$ cat config.mk
export PLATFORM = sky130hd
export DESIGN_NAME = rcl_seq
export DESIGN_NICKNAME = d
export VERILOG_FILES = /design/src/core/rcl_pkg.sv /design/src/core/rcl_seq.sv
export VERILOG_INCLUDE_DIRS = /design/src /design/src/core
export SDC_FILE = /design/constraint.sdc
export NUM_CORES = 1
export LEC_CHECK = 0
export BUFFER_PORTS_ARGS = -buffer_cell sky130_fd_sc_hd__buf_2
export CAP_MARGIN = 25
export CORE_MARGIN = 1
export CORE_UTILIZATION = 59
export CTS_BUF_LIST = sky130_fd_sc_hd__clkbuf_16
export CTS_CLUSTER_DIAMETER = 40
export DETAILED_ROUTE_END_ITERATION = 10
export GPL_ROUTABILITY_DRIVEN = 0
export PLACE_DENSITY = 0.81
export SYNTH_ARGS = -nofsm -noshare
export SYNTH_HDL_FRONTEND = slang
export SYNTH_SLANG_ARGS = --single-unit
$ cat constraint.sdc
create_clock -name clk_sys -period 6.2 [get_ports clk_sys]
set_input_delay 0.62 -clock clk_sys [delete_from_list [all_inputs] [get_ports clk_sys]]
set_output_delay 0.62 -clock clk_sys [all_outputs]
set_load 0.1 [all_outputs]
$ cat src/core/rcl_params.svh
// Constants for the reset, clock and low-power sequencer.
// Assumes one core clock; the reference clock is a derived enable pulse.
//
// Overview of operation
// RL1: Board holds reset pin low at least 8 reference cycles with stable clock.
// RL2: After reset pin rises, PLL locks within 4096 reference cycles.
// RL3: Reset vector runs no sooner than 36 core half-periods after lock.
// RL4: Watchdog reset drives the reset pin low for 128 reference cycles.
// RL5: Test data pin picks boot ROM in reset, later is test input or b5.
// RL6: Boot-select bit 3 of control two clears at reset when test pin low.
// RL7: Core clock reaches the shared pin only when select bit 7 is set.
// RL8: Software keeps prescaled core clock between 4 and 40 MHz.
// RL9: With PLL on, core clock runs at four times the reference.
// RL10: Resume 12 or 15 core cycles after clock restart from level 0 or 1; with oscillator power-down, CPU and clock restart together at PLL lock.
// RL11: Idle into level 1 stops core clock high after 4 core cycles.
// RL12: Oscillator powers off 4 core cycles after idle when selected.
// RL13: Any enabled interrupt or reset wakes from levels 0 and 1.
// RL14: Protect input held low 6 or 12 core cycles wakes from level 2.
// RL15: Level-2 wake relocks PLL within 4096 reference cycles, same frequency.
// RL16: Protect vector after level-2 wake only when its interrupt is enabled.
// RL17: Interrupt vector fetch no sooner than 10 core cycles after the edge.
// RL18: Protect input low puts every PWM pin in high impedance at once.
// RL19: PWM duty is 0%, 100% or whole core cycles within the period.
// RL20: All outputs come from one internal clock with aligned transitions; pwm_oe also follows the protect input directly.
// RL21: Protect wake input counts as valid only after the selected low time.
`ifndef RCL_PARAMS_SVH
`define RCL_PARAMS_SVH
// ---------------------------------------------------------------------------
// Register offsets
// ---------------------------------------------------------------------------
`define RCL_OFF_SC1 8'h00
`define RCL_OFF_SC2 8'h04
`define RCL_OFF_PINSEL 8'h08
`define RCL_OFF_IDLE 8'h0C
`define RCL_OFF_IRQEN 8'h10
`define RCL_OFF_STAT 8'h14
`define RCL_OFF_PWMCTL 8'h18
`define RCL_OFF_DUTY0 8'h20
// ---------------------------------------------------------------------------
// Field positions
// ---------------------------------------------------------------------------
`define RCL_SC1_OSCPD 5
`define RCL_SC2_BOOT 3
`define RCL_SC2_QUAL 6
`define RCL_PIN_CORE_CLOCK_OUTPUT 7
`define RCL_PWM_EN 16
// ---------------------------------------------------------------------------
// Counts in core cycles unless named reference, or half for core half-periods; RCL_PWM_N counts PWM channels
// ---------------------------------------------------------------------------
`define RCL_PWM_N 2
`define RCL_REF_DIV 4
`define RCL_LOCK_REF 4096
`define RCL_VEC_HALF 36
`define RCL_VEC_CYC ((`RCL_VEC_HALF + 1) / 2)
`define RCL_WDOG_REF 128
`define RCL_WAKE0 12
`define RCL_WAKE1 15
`define RCL_IDLE_STOP 4
`define RCL_QUAL_SHORT 6
`define RCL_QUAL_LONG 12
`define RCL_IRQ_VEC 10
`endif

$ cat src/core/rcl_pkg.sv
// Types for the reset, clock and low-power sequencer.
// Assumes rcl_params.svh is on the include path.
`include "rcl_params.svh"
package rcl_pkg;
  typedef enum logic [3:0] {
    ST_RST, ST_LOCK, ST_VEC, ST_RUN, ST_WDOG, ST_IDLE, ST_SLEEP, ST_HALT, ST_WAKE
  } rcl_fsm_t;

  typedef struct packed {
    logic awvalid;
    logic [7:0] awaddr;
    logic wvalid;
    logic [31:0] wdata;
    logic [3:0] wstrb;
    logic bready;
    logic arvalid;
    logic [7:0] araddr;
    logic rready;
  } rcl_axi_req_t;

  typedef struct packed {
    logic awready;
    logic wready;
    logic bvalid;
    logic [1:0] bresp;
    logic arready;
    logic rvalid;
    logic [31:0] rdata;
    logic [1:0] rresp;
  } rcl_axi_rsp_t;

  typedef struct packed {
    rcl_fsm_t st;
    logic [15:0] cnt;
    logic [1:0] refdiv;
    logic halt_wake;
    logic [7:0] ctl1;
    logic [7:0] ctl2;
    logic [7:0] pinsel;
    logic [2:0] irq_en;
    logic general_output_port_b5;
    logic [15:0] period;
    logic pwm_en;
    logic [`RCL_PWM_N-1:0][15:0] duty;
    logic [15:0] pwm_cnt;
    logic [`RCL_PWM_N-1:0] pwm;
    logic [1:0] xi_prev;
    logic [2:0] pend;
    logic [3:0] vcnt;
    logic vbusy;
    logic [1:0] vid;
    logic vfetch;
    logic [3:0] pdp_cnt;
    logic rst_oe;
    logic osc_on;
    logic locked;
    logic cpu_run;
    logic clk_run;
    logic clk_pin;
    logic tdi_oe;
    rcl_axi_rsp_t axi;
  } rcl_state_t;
endpackage

$ cat src/core/rcl_seq.sv
// Reset, PLL start-up, low-power and protect sequencer with a small PWM.
// Assumes clk_sys is the core clock and all pin inputs are synchronous to it.
//
// Implementation choices: the AXI4-Lite interface to the registers and the placing of the registers.
`timescale 1ns/10ps
`default_nettype none
`include "rcl_params.svh"
module rcl_seq #(
  parameter int LOCK_REF = `RCL_LOCK_REF
) (
  // Clock and reset
  input wire logic clk_sys,
  input wire logic rst_n,
  // Register bus
  input wire rcl_pkg::rcl_axi_req_t axi_req,
  output var rcl_pkg::rcl_axi_rsp_t axi_rsp,
  // System reset pin
  input wire logic sys_rst_pin_i,
  output logic sys_rst_pin_o,
  output logic sys_rst_pin_oe,
  // Event sources
  input wire logic wdog_expire,
  input wire logic power_drive_protect_n,
  input wire logic [1:0] external_irq,
  // Test data pin
  input wire logic tdi_i,
  input wire logic trst_i,
  output logic tdi_o,
  output logic tdi_oe,
  // Clock and power state
  output logic core_clock_output,
  output logic core_clk_run,
  output logic cpu_run,
  output logic osc_on,
  output logic pll_locked,
  output logic boot_rom_en,
  output logic vec_fetch,
  output logic [1:0] vec_id,
  // PWM pins
  output logic [`RCL_PWM_N-1:0] pwm_o,
  output logic [`RCL_PWM_N-1:0] pwm_oe
);
  import rcl_pkg::*;

  // ---------------------------------------------------------------------------
  // Reset release
  // ---------------------------------------------------------------------------
  logic rs1_q;
  logic rs2_q;

  always_ff @(posedge clk_sys or negedge rst_n) begin
    if (!rst_n) begin
      rs1_q <= 1'b0;
      rs2_q <= 1'b0;
    end else begin
      rs1_q <= 1'b1;
      rs2_q <= rs1_q;
    end
  end

  // ---------------------------------------------------------------------------
  // Helpers
  // ---------------------------------------------------------------------------
  function automatic logic [31:0] wmerge(input logic [31:0] old, input logic [31:0] d,
                                         input logic [3:0] be);
    logic [31:0] r;
    r = old;
    for (int i = 0; i < 4; i++) begin
      if (be[i]) begin
        r[8*i +: 8] = d[8*i +: 8];
      end
    end
    return r;
  endfunction

  function automatic logic is_duty(input logic [7:0] a);
    return a >= `RCL_OFF_DUTY0 && a < 8'(`RCL_OFF_DUTY0 + 4 * `RCL_PWM_N) && a[1:0] == 2'h0;
  endfunction

  // ---------------------------------------------------------------------------
  // State
  // ---------------------------------------------------------------------------
  rcl_state_t s_q;
  rcl_state_t s_d;
  logic tick;
  logic [3:0] need;
  logic pdp_hit;
  logic [1:0] xi_edge;
  logic wr;
  logic rd;
  logic [31:0] wv;
  logic [31:0] rv;
  logic [7:0] di;

  always_comb begin
    s_d = s_q;
    s_d.vfetch = 1'b0;
    wr = s_q.axi.awready;
    rd = s_q.axi.arready;
    di = 8'((axi_req.awaddr - `RCL_OFF_DUTY0) >> 2);
    // The reference rate is a quarter of the core clock.
    tick = s_q.refdiv == 2'(`RCL_REF_DIV - 1); // RL9
    s_d.refdiv = tick ? 2'h0 : 2'(s_q.refdiv + 2'h1);

    // Protect input qualification and emergency PWM stop.
    need = s_q.ctl2[`RCL_SC2_QUAL] ? 4'(`RCL_QUAL_LONG) : 4'(`RCL_QUAL_SHORT);
    pdp_hit = !power_drive_protect_n && s_q.pdp_cnt == 4'(need - 4'h1); // RL21
    if (power_drive_protect_n) begin
      s_d.pdp_cnt = 4'h0;
    end else if (s_q.pdp_cnt != need) begin
      s_d.pdp_cnt = 4'(s_q.pdp_cnt + 4'h1);
    end

    // Interrupt edges, pending flags and vector timing.
    xi_edge = external_irq ^ s_q.xi_prev;
    s_d.xi_prev = external_irq;
    if (s_q.vbusy && s_q.vcnt != 4'h0) begin
      s_d.vcnt = 4'(s_q.vcnt - 4'h1);
    end else if (s_q.vbusy && s_q.cpu_run) begin
      s_d.vfetch = 1'b1; // RL17
      s_d.vbusy = 1'b0;
      s_d.pend[s_q.vid] = 1'b0;
    end else if (!s_q.vbusy && s_q.pend != 3'h0) begin
      s_d.vbusy = 1'b1;
      s_d.vid = s_q.pend[0] ? 2'd0 : (s_q.pend[1] ? 2'd1 : 2'd2);
      s_d.vcnt = 4'(`RCL_IRQ_VEC - 2);
    end
    s_d.pend[1:0] = s_d.pend[1:0] | (xi_edge & s_q.irq_en[1:0]);
    s_d.pend[2] = s_d.pend[2] | (pdp_hit & s_q.irq_en[2]); // RL16

    // PWM counter and compare.
    if (s_q.pwm_cnt >= 16'(s_q.period - 16'h1)) begin
      s_d.pwm_cnt = 16'h0;
    end else begin
      s_d.pwm_cnt = 16'(s_q.pwm_cnt + 16'h1);
    end
    for (int i = 0; i < `RCL_PWM_N; i++) begin
      s_d.pwm[i] = s_q.pwm_cnt < s_q.duty[i]; // RL19
    end

    // Sequencer.
    unique case (s_q.st)
      ST_RST: begin
        s_d.rst_oe = 1'b0;
        s_d.osc_on = 1'b1;
        s_d.locked = 1'b0;
        s_d.cpu_run = 1'b0;
        s_d.clk_run = 1'b0;
        s_d.halt_wake = 1'b0;
        s_d.cnt = 16'h0;
        s_d.ctl2[`RCL_SC2_BOOT] = tdi_i; // RL5 RL6
        if (sys_rst_pin_i) begin
          s_d.st = ST_LOCK; // RL1
        end
      end
      ST_LOCK: begin
        if (tick) begin
          s_d.cnt = 16'(s_q.cnt + 16'h1);
          if (s_q.cnt == 16'(LOCK_REF - 1)) begin
            s_d.locked = 1'b1; // RL2 RL15
            s_d.clk_run = 1'b1;
            s_d.cnt = 16'h0;
            s_d.st = s_q.halt_wake ? ST_RUN : ST_VEC;
            s_d.cpu_run = s_q.halt_wake;
            s_d.halt_wake = 1'b0;
          end
        end
      end
      ST_VEC: begin
        s_d.cnt = 16'(s_q.cnt + 16'h1);
        if (s_q.cnt == 16'(`RCL_VEC_CYC - 1)) begin
          s_d.cpu_run = 1'b1; // RL3
          s_d.st = ST_RUN;
        end
      end
      ST_RUN: begin
        if (wr && axi_req.awaddr == `RCL_OFF_IDLE) begin
          s_d.cpu_run = 1'b0;
          s_d.cnt = 16'h0;
          s_d.st = ST_IDLE;
        end
      end
      ST_WDOG: begin
        if (tick) begin
          s_d.cnt = 16'(s_q.cnt + 16'h1);
          if (s_q.cnt == 16'(`RCL_WDOG_REF - 1)) begin
            s_d.rst_oe = 1'b0; // RL4
            s_d.st = ST_RST;
          end
        end
      end
      ST_IDLE: begin
        s_d.cnt = 16'(s_q.cnt + 16'h1);
        if (s_q.cnt == 16'(`RCL_IDLE_STOP - 1)) begin
          s_d.clk_run = s_q.ctl1[1:0] == 2'd0; // RL11
          if (s_q.ctl1[1] || s_q.ctl1[`RCL_SC1_OSCPD]) begin
            s_d.osc_on = 1'b0; // RL12
            s_d.locked = 1'b0;
          end
          s_d.st = s_q.ctl1[1] ? ST_HALT : ST_SLEEP;
        end
      end
      ST_SLEEP: begin
        if (s_q.pend != 3'h0) begin
          s_d.cnt = 16'h0; // RL13
          s_d.osc_on = 1'b1;
          s_d.halt_wake = 1'b1;
          s_d.clk_run = s_q.locked;
          s_d.st = s_q.locked ? ST_WAKE : ST_LOCK;
        end
      end
      ST_HALT: begin
        if (pdp_hit) begin
          s_d.osc_on = 1'b1; // RL14
          s_d.halt_wake = 1'b1;
          s_d.cnt = 16'h0;
          s_d.st = ST_LOCK;
        end
      end
      ST_WAKE: begin
        s_d.cnt = 16'(s_q.cnt + 16'h1);
        if (s_q.cnt == (s_q.ctl1[0] ? 16'(`RCL_WAKE1 - 1) : 16'(`RCL_WAKE0 - 1))) begin
          s_d.cpu_run = 1'b1; // RL10
          s_d.halt_wake = 1'b0;
          s_d.st = ST_RUN;
        end
      end
    endcase
    if (s_q.st != ST_WDOG && wdog_expire) begin
      // Restart the reference phase so the pulse spans whole reference cycles.
      s_d.refdiv = 2'h0; // RL4
      s_d.rst_oe = 1'b1;
      s_d.cpu_run = 1'b0;
      s_d.cnt = 16'h0;
      s_d.st = ST_WDOG;
    end else if (s_q.st != ST_WDOG && !sys_rst_pin_i) begin
      s_d.st = ST_RST;
    end

    // Shared pin and test pin.
    s_d.clk_pin = s_q.pinsel[`RCL_PIN_CORE_CLOCK_OUTPUT] && (s_d.clk_run ? !s_q.clk_pin : 1'b1); // RL7 RL11
    s_d.tdi_oe = !trst_i && s_q.st inside {ST_RUN, ST_IDLE, ST_SLEEP, ST_HALT, ST_WAKE}; // RL5

    // Register bus: address and data are taken together, one cycle later.
    s_d.axi.awready = axi_req.awvalid && axi_req.wvalid && !s_q.axi.awready && !s_q.axi.bvalid;
    s_d.axi.wready = s_d.axi.awready;
    s_d.axi.arready = axi_req.arvalid && !s_q.axi.arready && !s_q.axi.rvalid;
    if (s_q.axi.bvalid && axi_req.bready) begin
      s_d.axi.bvalid = 1'b0;
    end
    if (s_q.axi.rvalid && axi_req.rready) begin
      s_d.axi.rvalid = 1'b0;
    end
    if (wr) begin
      s_d.axi.bvalid = 1'b1;
      s_d.axi.bresp = 2'h0;
      unique case (axi_req.awaddr)
        `RCL_OFF_SC1: begin
          wv = wmerge({24'h0, s_q.ctl1}, axi_req.wdata, axi_req.wstrb);
          s_d.ctl1 = wv[7:0]; // RL8
        end
        `RCL_OFF_SC2: begin
          wv = wmerge({24'h0, s_q.ctl2}, axi_req.wdata, axi_req.wstrb);
          s_d.ctl2 = wv[7:0];
        end
        `RCL_OFF_PINSEL: begin
          wv = wmerge({24'h0, s_q.pinsel}, axi_req.wdata, axi_req.wstrb);
          s_d.pinsel = wv[7:0];
          s_d.general_output_port_b5 = wv[5];
        end
        `RCL_OFF_IDLE: begin
          wv = 32'h0;
        end
        `RCL_OFF_IRQEN: begin
          wv = wmerge({29'h0, s_q.irq_en}, axi_req.wdata, axi_req.wstrb);
          s_d.irq_en = wv[2:0];
        end
        `RCL_OFF_PWMCTL: begin
          wv = wmerge({15'h0, s_q.pwm_en, s_q.period}, axi_req.wdata, axi_req.wstrb);
          s_d.period = wv[15:0];
          s_d.pwm_en = wv[`RCL_PWM_EN];
        end
        default: begin
          wv = wmerge({16'h0, s_q.duty[di]}, axi_req.wdata, axi_req.wstrb);
          if (is_duty(axi_req.awaddr)) begin
            s_d.duty[di] = wv[15:0];
          end else begin
            s_d.axi.bresp = 2'h2;
          end
        end
      endcase
    end else begin
      wv = 32'h0;
    end
    if (!power_drive_protect_n) begin
      s_d.pwm_en = 1'b0; // RL18
    end
    if (rd) begin
      s_d.axi.rvalid = 1'b1;
      s_d.axi.rresp = 2'h0;
      unique case (axi_req.araddr)
        `RCL_OFF_SC1: rv = {24'h0, s_q.ctl1};
        `RCL_OFF_SC2: rv = {24'h0, s_q.ctl2};
        `RCL_OFF_PINSEL: rv = {24'h0, s_q.pinsel};
        `RCL_OFF_IDLE: rv = 32'h0;
        `RCL_OFF_IRQEN: rv = {26'h0, s_q.pend, s_q.irq_en};
        `RCL_OFF_STAT: rv = {22'h0, s_q.osc_on, s_q.locked, s_q.clk_run, s_q.cpu_run,
                             s_q.rst_oe, !s_q.ctl2[`RCL_SC2_BOOT], 4'(s_q.st)};
        `RCL_OFF_PWMCTL: rv = {15'h0, s_q.pwm_en, s_q.period};
        default: begin
          rv = 32'h0;
          if (is_duty(axi_req.araddr)) begin
            rv = {16'h0, s_q.duty[8'((axi_req.araddr - `RCL_OFF_DUTY0) >> 2)]};
          end else begin
            s_d.axi.rresp = 2'h2;
          end
        end
      endcase
      s_d.axi.rdata = rv;
    end else begin
      rv = 32'h0;
    end
  end

  always_ff @(posedge clk_sys or negedge rs2_q) begin
    if (!rs2_q) begin
      s_q <= '0;
    end else begin
      s_q <= s_d;
    end
  end

  // ---------------------------------------------------------------------------
  // Outputs
  // ---------------------------------------------------------------------------
  // The PWM enable gate is the one deliberate combinational path: the protect
  // input must release the pins without waiting for a clock edge.
  assign axi_rsp = s_q.axi; // RL20
  assign sys_rst_pin_o = 1'b0;
  assign sys_rst_pin_oe = s_q.rst_oe; // RL4
  assign tdi_o = s_q.general_output_port_b5;
  assign tdi_oe = s_q.tdi_oe;
  assign core_clock_output = s_q.clk_pin;
  assign core_clk_run = s_q.clk_run;
  assign cpu_run = s_q.cpu_run;
  assign osc_on = s_q.osc_on;
  assign pll_locked = s_q.locked;
  assign boot_rom_en = !s_q.ctl2[`RCL_SC2_BOOT];
  assign vec_fetch = s_q.vfetch;
  assign vec_id = s_q.vid;
  assign pwm_o = s_q.pwm;
  assign pwm_oe = {`RCL_PWM_N{s_q.pwm_en && power_drive_protect_n}}; // RL18
endmodule // rcl_seq
`default_nettype wire

# Yosys cells after proc, flatten, opt, wreduce, memory -nomap -nowiden
# Index checks and enable logic that the tools add are counted.
[totals] wordCells=305 mem_count=0 latchBits=0 regBits=183 ram_bits=0 inputBits=66 mem_bits_ro=0
[op_classes] div_mod_pow=0 bitwise_logic=10 magnitude_cmp=12 shift=0 n_reduce_logical=74 muxes=100 n_mul=0 add_sub_neg=9 n_eq_ne=60
[op_table] cell="$pmux W20 S9" count=1
[op_table] cell="$mux W20" count=6
[op_table] cell="$pmux W17 S7" count=1
[op_table] cell="$mux W16" count=7
[op_table] cell="$mux W8" count=10
[op_table] cell="$mux W65" count=1
[op_table] cell="$mux W32" count=2
[op_table] cell="$mux W4" count=15
[op_table] cell="$ne A4 B4 Y1 const B" count=11
[op_table] cell="$eq A8 B5 Y1 const B" count=5
[op_table] cell="$mux W35" count=1
[op_table] cell="$add A16 B1 Y16 const B" count=2
[op_table] cell="$bwmux W32" count=1
[op_table] cell="$eq A8 B4 Y1 const B" count=4
[op_table] cell="$lt A16 B16 Y1" count=2
[op_table] cell="$ne A3 B3 Y1 const B" count=10
[op_table] cell="$reduce_and A3 Y1" count=10
[op_table] cell="$mux W1" count=27
[op_table] cell="$mux W3" count=8
[op_table] cell="$logic_and A1 B1 Y1" count=23
[op_table] cell="$mux W18" count=1
[op_table] cell="$mux W2" count=9
[op_table] cell="$ne A2 B2 Y1 const B" count=9
[op_table] cell="$mux W17" count=1
[op_table] cell="58 further kinds" count=98

# Logic depth before layout (Yosys ltp)
# Gate-level depths: netlist of run 1.
[depth] word_depth=11 depth_mapped=13 ltp_nobuf=12

# Worst setup path after synthesis of run 1
# No wires, ideal clock.
[synth_timing] kind="register to register" startpoint="register s_q[118] (netlist name)" endpoint="register s_q[73] (netlist name)" stages_incl_launch_ff=13 path_buffers=1 t_required_ps=6122 synth_period_minus_slack_ps=2856 arrival_ps=2779 slack_ps=3344 path_cell_list="dfrtp_1 nor2_1 nand3_1 nor4_1 nand2_1 xor2_1 ha_1 a21o_1 a21o_1 a21oi_1 clkbuf_1 nand2_1 a21oi_1"
[synth_lines] item="from (decl)" line="rcl_seq.sv:83" rtl="rcl_state_t s_q;"
[synth_lines] item="from (signal assigned)" line="rcl_seq.sv:327" rtl="s_q <= '0;"
[synth_lines] item="from (signal assigned)" line="rcl_seq.sv:329" rtl="s_q <= s_d;"

==> results of run 1 <==
metrics by stage:
| step | utilization, % | hold slack [ns] | area [sq um] |
|---|---|---|---|
| floorplan | - | 0.324 | 9950 |
| global route | 67.4 | 0.310 | 10900 |
| finish | 67.4 | 0.313 | 10900 |
| CTS | 67.4 | 0.303 | 10900 |
| detailed placement | 63.5 | 0.350 | 10200 |
| global placement | 63.3 | 0.335 | 10200 |
layout by cell type (no fill, tap or decap), types with 23 or more instances in the layout:
master	instances
a21oi_1	65
nor2_1	73
ha_1	54
inv_1	52
nand3_1	27
buf_2	89
o21ai_0	44
mux2_2	72
dfrtp_1	165
a21o_1	23
nand2_1	79
repair_timing:
| item | CTS | global route |
|---|---|---|
| setup endpoints to repair | 0 | 0 |
| hold buffers | 1 | 0 |
| gates resized for setup | 0 | 0 |
| endpoints found under the hold margin | 2 | 0 |
report_power, final:
part	internal [W]	total [W]	switching, W
logic	0.000319	0.00127	0.000947
registers	0.00119	0.00134	0.000144
clock network	0.000678	0.00113	0.000455
layout make-up:
type	instances	area, sq um
fill	1287	5250
multi-input combinational	735	5110
sequential	166	4160
timing repair buffer	97	508
clock buffer	17	425
tap	216	270
clock inverter	15	204
inverter	51	191
how the worst min path moves through the flow:
stage                         start       to  slack [ns]  cells after the start
floorplan                     rst_n    rs1_q        0.32                      0
global placement              rs1_q    rs2_q        0.33                      0
detailed placement            rs1_q    rs2_q        0.35                      0
CTS                 external_irq[1]  s_q[64]        0.30                      1
global route        external_irq[1]  s_q[64]        0.31                      1
finish              external_irq[1]  s_q[64]        0.31                      1
metal layers:
layer,global-route usage (%),vias to the layer above,wire length [um]
met5,0,-,8
met2,45.0,297,11000
met4,9.63,2,494
met3,5.71,48,1650
met1,37.9,3857,10400
li1,-,3697,-
cell families (layout without fill, tap and decap cells):
logic type	count (synthesis)	after routing	synth area share [%]
other	2	19	0.0759
AOI/OAI and AO/OA	237	237	15.7
DFF	166	166	42.0
buffers and inverters	132	180	7.00
adders and majority gates	54	54	6.83
and+or+nand+nor	299	299	15.2
xor gates and xnor gates	34	34	3.01
muxes	92	92	10.2
==> qor.csv, run 1 <==
stage,metric,value,unit
worst_setup_path,reg2reg path depth,12,
power_and_ir_drop,Peak VDD IR,399,uV
worst_setup_path,Crit Path Max Fanout,11,
logic_synthesis,"FFs w/ async S/R, synth",100,%
clock_tree,CTS tree,built,
logic_synthesis,register area share after synthesis,42.0,%
logic_synthesis,Synth warnings,0,
worst_setup_path,CP Launch Point,s_q[118],
placement,Port Buffer Count,89,
logic_synthesis,Mapped Avg Cell Area,9.73,sq um
global_route,first-pass GRT wire length,38500,um
global_route,largest net degree at the start of global routing,77,
detailed_routing,Routed WL,23500,um
sta,clock skew,0.00914,ns
logic_synthesis,share of the synthesized area in the top cell type,42.0,%
sta,Slew Limit Fails,0,
detailed_routing,DR vias,7901,
global_route,initial antenna violation count,1,
global_route,vias in the first global route,7540,
floorplan,Initial Utilization,61.4,%
logic_synthesis,Synth area leader,dfrtp_1,
logic_synthesis,Synth Cell Area,9890,sq um
clock_tree,CTS Sinks,166,
worst_setup_path,CP cell instances,nor2_1 > nand3_1 > nor4_1 > nand2_1 > xor2_1 > ha_1 > a21o_1 > a21o_1 > a21oi_1 > o211ai_1 > buf_4 > a21oi_1,
worst_setup_path,worst r2r src,s_q[118],
worst_setup_path,r2r endpoint,s_q[73],
floorplan,full die area,17300,sq um
logic_synthesis,synthesized instance count,1016,
logic_synthesis,#FFs+latches synth,166,
detailed_routing,drt via density,6.09,
worst_setup_path,CP Capture Type,flop,
worst_setup_path,Crit-path slowest cell,nor4_1,
clock_tree,setup bufs post-CTS,0,
worst_setup_path,Critical Path Max Stage Delay,0.64,ns
logic_synthesis,ranking of synthesized cells by area,"dfrtp_1 (42%), mux2_2 (8.2%), ha_1 (6.8%), buf_4 (3.6%), a21oi_1 (3.3%)",
worst_setup_path,CP arrival,3.82,ns
clock_tree,CTS buffer count,17,
floorplan,Rows,46,
detailed_routing,WL/cell,18.1,um
logic_synthesis,top-count cell post-synth,dfrtp_1,
clock_tree,Worst-path clk slew,0.07,ns
detailed_routing,ANT nets after route,0,
worst_setup_path,number of buffers and inverters on the critical path,1,
placement,HPWL Detailed,16800,um
sta,Worst Max-Slew Pin Slew,0.952,ns
sta,FMAX,289,MHz
cells_and_area,Inserted Diodes,0,
sta,RSZ-0062 raised after global routing,no,
power_and_ir_drop,PwrDens,344,nW/um^2
clock_tree,clk root buf,clkbuf_16,
logic_synthesis,Synth cell types,70,
floorplan,# IOs,124,
outcome,status,"complete, no violations",
logic_synthesis,Post-synth EDFFs,0,
worst_setup_path,Setup CP Type,flop to flop,
cells_and_area,Area growth syn-to-layout,9.85,%
power_and_ir_drop,Lkg Pwr,5.37,nW
sta,final setup fails,0,
sta,Final Hold Viols,0,
clock_tree,Longest Clk Path Bufs,2,
worst_setup_path,Levels on crit path,12,
sta,Tmin final,3.46,ns
placement,dpl cells,1264,
sta,setup TNS,0,ns
cells_and_area,post-route insts no fill,1297,
floorplan,Die Wd,131,um
global_route,global-route usage over all layers,28.1,%
worst_setup_path,critical path's top delay family,simple AND/OR/NAND/NOR gates,
sta,final setup margin,2.74,ns
worst_setup_path,Worst R2R Setup Slack,2.74,ns
detailed_routing,drt drc,0,
clock_tree,H-tree levels,4,
global_route,total congestion overflow,0,
floorplan,core area,16100,sq um
detailed_routing,drt initial violations,676,
cells_and_area,Post-layout nets,1188,
power_and_ir_drop,Final Power,0.00374,W
logic_synthesis,Commonest cells post-synth,"dfrtp_1 (166), nand2_1 (79), nor2_1 (73)",
logic_synthesis,Main synth FF type,dfrtp_1,
sta,fin crit share,55.7,%
run,max-cap violation count,0,
min_path,hold crit path type,input port to flop,
placement,pre-CTS WS,2.85,ns
worst_setup_path,Worst setup SP type,flop,
cells_and_area,layout cells sized above 1,19.4,%
detailed_routing,Initial DRT Pass Iterations,5,
clock_tree,Skew-Pair Late Insertion Delay,0.44,ns
floorplan,Die H,131,um
worst_setup_path,CP Data Required Time,6.56,ns
worst_setup_path,CP endpoint,s_q[73],
sta,relative slew slack,36.3,%
No activity file was read; power rests on OpenSTA's default activity.
==> run 2: changes to the inputs <==
Clock period 6.2 ns to 3.25 ns, I/O delays scaled along.
==> run 2 against run 1 <==
Effect of this change:
- sequential cell count stayed put
- utilization grew 0.62 points
- count of clock-buffer cells in the layout stayed put
- design area grew 0.92%
- fmax up 21%
- worst hold slack worse by 0.29 ns
- via count increased by 1.7%
==> qor.csv, run 2 (synthesized netlist as in run 1, its figures left out) <==
stage,metric,value,unit,change
outcome,status,"complete, no violations",,
worst_setup_path,CP Capture Type,flop,,
detailed_routing,Initial DRT Pass Iterations,5,,unchanged
detailed_routing,DR vias,8035,,+1.7%
floorplan,Die H,131,um,unchanged
global_route,total congestion overflow,0,,unchanged
floorplan,Rows,46,,unchanged
run,max-cap violation count,0,,unchanged
placement,dpl cells,1281,,+1.3%
sta,Tmin final,2.85,ns,-0.607 ns
cells_and_area,FILL cells,1250,,-2.9%
global_route,gr busiest metal,met2,,
worst_setup_path,Crit-path slowest cell,dfrtp_1,,
power_and_ir_drop,Peak VDD IR,897,uV,+120%
clock_tree,Longest Clk Path Bufs,2,,unchanged
global_route,met1 Use GR,39.3,%,+1.4 points
floorplan,Die Wd,131,um,unchanged
clock_tree,CTS buffer count,17,,unchanged
detailed_routing,drt initial violations,592,,-12%
clock_tree,CTS Sinks,166,,unchanged
sta,relative slew slack,46.3,%,+10 points
cells_and_area,Area growth syn-to-layout,10.9,%,
sta,final setup fails,0,,unchanged
sta,Slew Limit Fails,0,,unchanged
worst_setup_path,Critical Path Max Stage Delay,0.41,ns,-0.23 ns
global_route,met2 usage,46.4,%,+1.4 points
floorplan,full die area,17300,sq um,unchanged
worst_setup_path,Crit Path Max Fanout,16,,+5
placement,Port Buffer Count,89,,unchanged
worst_setup_path,CP arrival,3.20,ns,-0.62 ns
worst_setup_path,CP Data Required Time,3.60,ns,-2.96 ns
cells_and_area,post-route insts no fill,1314,,+1.3%
global_route,global-route usage over all layers,29.4,%,+1.3 points
sta,Final Hold Viols,0,,unchanged
floorplan,# IOs,124,,unchanged
global_route,vias in the first global route,7927,,+5.1%
power_and_ir_drop,Final Power,0.00710,W,+90%
clock_tree,Skew-Pair Late Insertion Delay,0.43,ns,about the same
clock_tree,CTS tree,built,,
sta,clock skew,0.00777,ns,-0.00137 ns
sta,FMAX,351,MHz,+21%
detailed_routing,WL/cell,18.5,um,+2.3%
sta,Worst Max-Slew Pin Slew,0.805,ns,-0.147 ns
power_and_ir_drop,PwrDens,647,nW/um^2,+88%
worst_setup_path,Setup CP Type,flop to flop,,
global_route,largest net degree at the start of global routing,64,,-17%
clock_tree,clk root buf,clkbuf_16,,
cells_and_area,Finished Core Util,68.0,%,+0.62 points
detailed_routing,drt via density,6.11,,+0.38%
detailed_routing,ANT nets after route,0,,unchanged
cells_and_area,Inserted Diodes,0,,unchanged
power_and_ir_drop,Lkg Pwr,5.43,nW,+1.1%
global_route,initial antenna violation count,0,,-1
global_route,first-pass GRT wire length,40100,um,+4.2%
sta,RSZ-0062 raised after global routing,no,,
clock_tree,H-tree levels,4,,unchanged
worst_setup_path,CP cell instances,inv_1 > ha_1 > nand2_1 > nor4_1 > buf_4 > nor2b_1 > xnor2_1 > ha_1 > a21o_1 > a21o_1 > a21oi_1 > o211ai_1 > buf_4 > a21oi_1,,
global_route,met3 Use GR,6.56,%,+0.85 points
floorplan,core area,16100,sq um,unchanged
min_path,hold crit path type,input port to flop,,
worst_setup_path,Worst setup SP type,flop,,
sta,fin crit share,87.7,%,+32 points
detailed_routing,drt drc,0,,unchanged
clock_tree,Worst-path clk slew,0.07,ns,about the same
placement,HPWL Detailed,17500,um,+4.4%
floorplan,Initial Utilization,61.4,%,unchanged
sta,setup TNS,0,ns,unchanged
cells_and_area,"most common cell after layout, fill and taps aside",dfrtp_1,,
detailed_routing,Routed WL,24300,um,+3.6%
cells_and_area,Post-layout nets,1205,,+1.4%
cells_and_area,layout cells sized above 1,20.7,%,+1.2 points
cells_and_area,"commonest cells after routing, fill and taps aside","dfrtp_1 (165), buf_2 (89), nand2_1 (79), nor2_1 (73), mux2_2 (72)",,
[run 2: changes by cell type in the layout (fill, tap and decap cells not counted)]
cell,delta
clkinvlp_4,+3
inv_8,-1
bufinv_16,-1
inv_6,+2
buf_4,+17
clkinv_4,-3
[run 2: area by class of cell]
type	count	area (sq um)	share of cell area, %
flip-flops and latches	166	4160	37.9
well taps	216	270	2.46
clock inverters	15	176	1.61
inverters	51	191	1.75
multi-input cells	735	5110	46.6
clock buffers	17	425	3.88
repair buffers	114	636	5.80
[run 2: final timing paths]
path | endpoint | slack, ns | cells after the start | startpoint
worst max-delay path | s_q[79] | 0.40 | 14 | s_q[116]
worst min-delay path | s_q[63] | 0.02 | 1 | external_irq[0]
worst max register to register | s_q[79] | 0.40 | 14 | s_q[116]
worst min register to register | rs2_q | 0.36 | 0 | rs1_q
max in group asynchronous | s_q[138] | 1.87 | 1 | rs2_q
min in group asynchronous | rs2_q | 0.21 | 2 | rst_n
[run 2: power by group]
| part | total (W) | internal, W | switching, W | leakage (nW) |
|---|---|---|---|---|
| Clock | 0.00207 | 0.00121 | 0.000858 | 0.286 |
| Combinational | 0.00248 | 0.000652 | 0.00183 | 2.98 |
| Sequential | 0.00255 | 0.00228 | 0.000272 | 2.16 |
| Total | 0.00710 | 0.00414 | 0.00296 | 5.43 |
[run 2: stage by stage]
step | hold slack, ns | cell area [sq um] | setup WS (ns)
after floorplan | 0.0294 | 9960 | 0.394
after global placement | 0.112 | 10400 | 0.544
after detailed placement | 0.113 | 10400 | 0.463
after CTS | 0.0165 | 11000 | 0.447
after global routing | 0.0152 | 11000 | 0.230
final | 0.0249 | 11000 | 0.401
[run 2: repair_timing]
| item | 4_1_cts | 5_1_grt |
|---|---|---|
| endpoints found under the hold margin | 2 | 0 |
| hold buffers | 1 | 0 |
| buffers inserted | 0 | 0 |
| gates resized for setup | 0 | 0 |
| endpoints found under the setup margin | 0 | 0 |
[run 2: per-layer routing]
layer	vias up	part of all wire (%)
met5	-	0
met4	0	2.5
met3	47	7.7
met2	358	47
met1	3896	42
li1	3734	-
[run 2: worst max-delay path: cells and delay by family (launching register included)]
kind / cells / cell delay, ns
fa+ha+maj: 2 / 0.39
flops: 1 / 0.41
xor+xnor: 1 / 0.08
compound gates: 5 / 0.86
buf+inv: 3 / 0.54
simple gates: 3 / 0.49
==> run 3: changes to the inputs <==
Settings changed: HOLD_SLACK_MARGIN from default to 0.1, SLEW_MARGIN from default to 20.
==> run 3 against run 2 <==
Effect of this change:
- combinational power about the same
- total power up 0.17%
- highest routed layer unchanged
- setup slack lost 0.00076 ns
- fmax hardly changed
- critical path depth stayed put
- sequential share of layout area shrank 0.10 points
- worst hold slack improved by 0.084 ns
- non-clock buffer count grew 3
==> qor.csv, run 3 (synthesized netlist as in run 1, its figures left out) <==
stage,metric,value,unit,change
outcome,status,"complete, no violations",,
floorplan,Die Wd,131,um,unchanged
global_route,global-route usage over all layers,29.4,%,about the same
cells_and_area,layout cells sized above 1,20.6,%,-0.056 points
min_path,Hold Path Stages,3,,+2
cells_and_area,Area growth syn-to-layout,11.2,%,
worst_setup_path,Setup CP Type,flop to flop,,
placement,HPWL Detailed,17500,um,unchanged
power_and_ir_drop,Final Power,0.00711,W,+0.17%
cells_and_area,Finished Core Util,68.2,%,+0.19 points
detailed_routing,Initial DRT Pass Iterations,7,,+2
worst_setup_path,CP Launch Point,s_q[116],,
power_and_ir_drop,Lkg Pwr,5.44,nW,+0.23%
min_path,hold crit path type,input port to flop,,
floorplan,Die H,131,um,unchanged
placement,Port Buffer Count,89,,unchanged
global_route,initial antenna violation count,0,,unchanged
clock_tree,CTS Sinks,166,,unchanged
sta,RSZ-0062 raised after global routing,no,,
worst_setup_path,reg2reg path depth,14,,unchanged
sta,setup TNS,0,ns,unchanged
min_path,hold path start,axi_req[47],,
global_route,first-pass GRT wire length,40100,um,about the same
clock_tree,Worst-path clk slew,0.07,ns,about the same
clock_tree,H-tree levels,4,,unchanged
detailed_routing,drt via density,6.13,,+0.19%
detailed_routing,Routed WL,24400,um,+0.18%
clock_tree,CTS buffer count,17,,unchanged
clock_tree,Longest Clk Path Bufs,2,,unchanged
cells_and_area,Inserted Diodes,0,,unchanged
cells_and_area,Post-layout nets,1208,,+0.25%
sta,hold_ws,0.109,ns,+0.0845 ns
min_path,WHS Endpoint,axi_rsp[39],,
floorplan,core area,16100,sq um,unchanged
worst_setup_path,CP arrival,3.20,ns,about the same
detailed_routing,WL met3,1960,um,+4.0%
sta,final setup fails,0,,unchanged
cells_and_area,post-route insts no fill,1317,,+0.23%
detailed_routing,Routed met2 length,11500,um,-0.72%
clock_tree,clk root buf,clkbuf_16,,
floorplan,Rows,46,,unchanged
clock_tree,CTS tree,built,,
cells_and_area,area of the multi-input gates,5110,sq um,unchanged
worst_setup_path,CP Capture Type,flop,,
floorplan,Initial Utilization,61.4,%,unchanged
sta,fin crit share,87.7,%,about the same
worst_setup_path,Worst R2R Setup Slack,0.40,ns,about the same
clock_tree,Skew-Pair Late Insertion Delay,0.43,ns,about the same
worst_setup_path,r2r endpoint,s_q[79],,
worst_setup_path,Crit Path Max Fanout,16,,unchanged
sta,Final Hold Viols,0,,unchanged
detailed_routing,Met1 Wirelength,10300,um,+0.42%
placement,dpl cells,1281,,unchanged
detailed_routing,ANT nets after route,0,,unchanged
sta,relative slew slack,46.2,%,-0.14 points
detailed_routing,drt initial violations,576,,-2.7%
sta,Slew Limit Fails,0,,unchanged
sta,clock skew,0.00832,ns,+0.000555 ns
sta,Worst Max-Slew Pin Slew,0.807,ns,+0.00207 ns
cells_and_area,"most common cell after layout, fill and taps aside",dfrtp_1,,
power_and_ir_drop,PwrDens,647,nW/um^2,-0.10%
cells_and_area,Reg area,4160,sq um,unchanged
worst_setup_path,CP Data Required Time,3.60,ns,about the same
detailed_routing,drt drc,0,,unchanged
floorplan,full die area,17300,sq um,unchanged
run,max-cap violation count,0,,unchanged
sta,Tmin final,2.85,ns,+0.000763 ns
power_and_ir_drop,Peak VDD IR,898,uV,about the same
global_route,largest net degree at the start of global routing,64,,unchanged
detailed_routing,DR top layer,met4,,
cells_and_area,"commonest cells after routing, fill and taps aside","dfrtp_1 (165), buf_2 (89), nand2_1 (79), nor2_1 (73), mux2_2 (72)",,
global_route,vias in the first global route,7932,,+0.063%
sta,FMAX,351,MHz,about the same
worst_setup_path,Worst setup SP type,flop,,
worst_setup_path,worst r2r src,s_q[116],,
detailed_routing,DR vias,8069,,+0.42%
floorplan,# IOs,124,,unchanged
cells_and_area,FILL cells,1247,,-0.24%
detailed_routing,WL/cell,18.5,um,about the same
global_route,total congestion overflow,0,,unchanged
==> run 3: cell types whose count changed in the layout (fill, tap and decap cells not counted) <==
cell	delta
dlygate4sd3_1	+3
==> run 3: layout make-up <==
cell class | count | area share [%]
clock buffers | 17 | 3.87
clock inverters | 15 | 1.60
inverters | 51 | 1.74
multi-input cells | 735 | 46.5
flip-flops and latches | 166 | 37.8
well taps | 216 | 2.46
repair buffers | 117 | 6.05
==> run 3: how the worst max path moves through the flow <==
stage / end / slack [ns] / cells past startpoint
final: s_q[79] / 0.40 / 14
after global routing: s_q[82] / 0.23 / 13
after CTS: s_q[75] / 0.45 / 14
after detailed placement: s_q[79] / 0.46 / 14
after global placement: s_q[82] / 0.54 / 13
after floorplan: s_q[73] / 0.39 / 12
==> run 3: critical path, stage by stage (launching register included) <==
cell      delay, ns
dfrtp_1        0.42
inv_1          0.13
ha_1           0.20
nand2_1        0.12
nor4_1         0.20
buf_4          0.19
nor2b_1        0.17
xnor2_1        0.08
ha_1           0.19
a21o_1         0.16
a21o_1         0.16
a21oi_1        0.24
o211ai_1       0.14
buf_4          0.22
a21oi_1        0.16
==> run 3: timing repair <==
| item | CTS | global route |
|---|---|---|
| setup buffers | 0 | 0 |
| gates resized for setup | 0 | 0 |
| hold buffers | 4 | 0 |
| hold endpoints to repair | 5 | 0 |
==> run 3: per-stage QoR <==
step,setup slack [ns],area [sq um]
floorplan,0.394,9960
global placement,0.544,10400
detailed placement,0.463,10400
CTS,0.447,11000
global route,0.230,11000
finish,0.400,11000
==> run 3: per-layer routing <==
| metal | track usage (%) | vias up |
|---|---|---|
| li1 | - | 3736 |
| met4 | 11.5 | 0 |
| met3 | 6.52 | 45 |
| met1 | 39.3 | 3915 |
| met2 | 46.4 | 373 |
| met5 | 0 | - |
==> run 3: power breakdown <==
| group | internal (W) | leakage [nW] | switching, W | total (W) |
|---|---|---|---|---|
| Sequential | 0.00228 | 2.16 | 0.000275 | 0.00255 |
| Clock | 0.00121 | 0.286 | 0.000863 | 0.00207 |
| Combinational | 0.000655 | 2.99 | 0.00183 | 0.00248 |
| Total | 0.00414 | 5.44 | 0.00297 | 0.00711 |
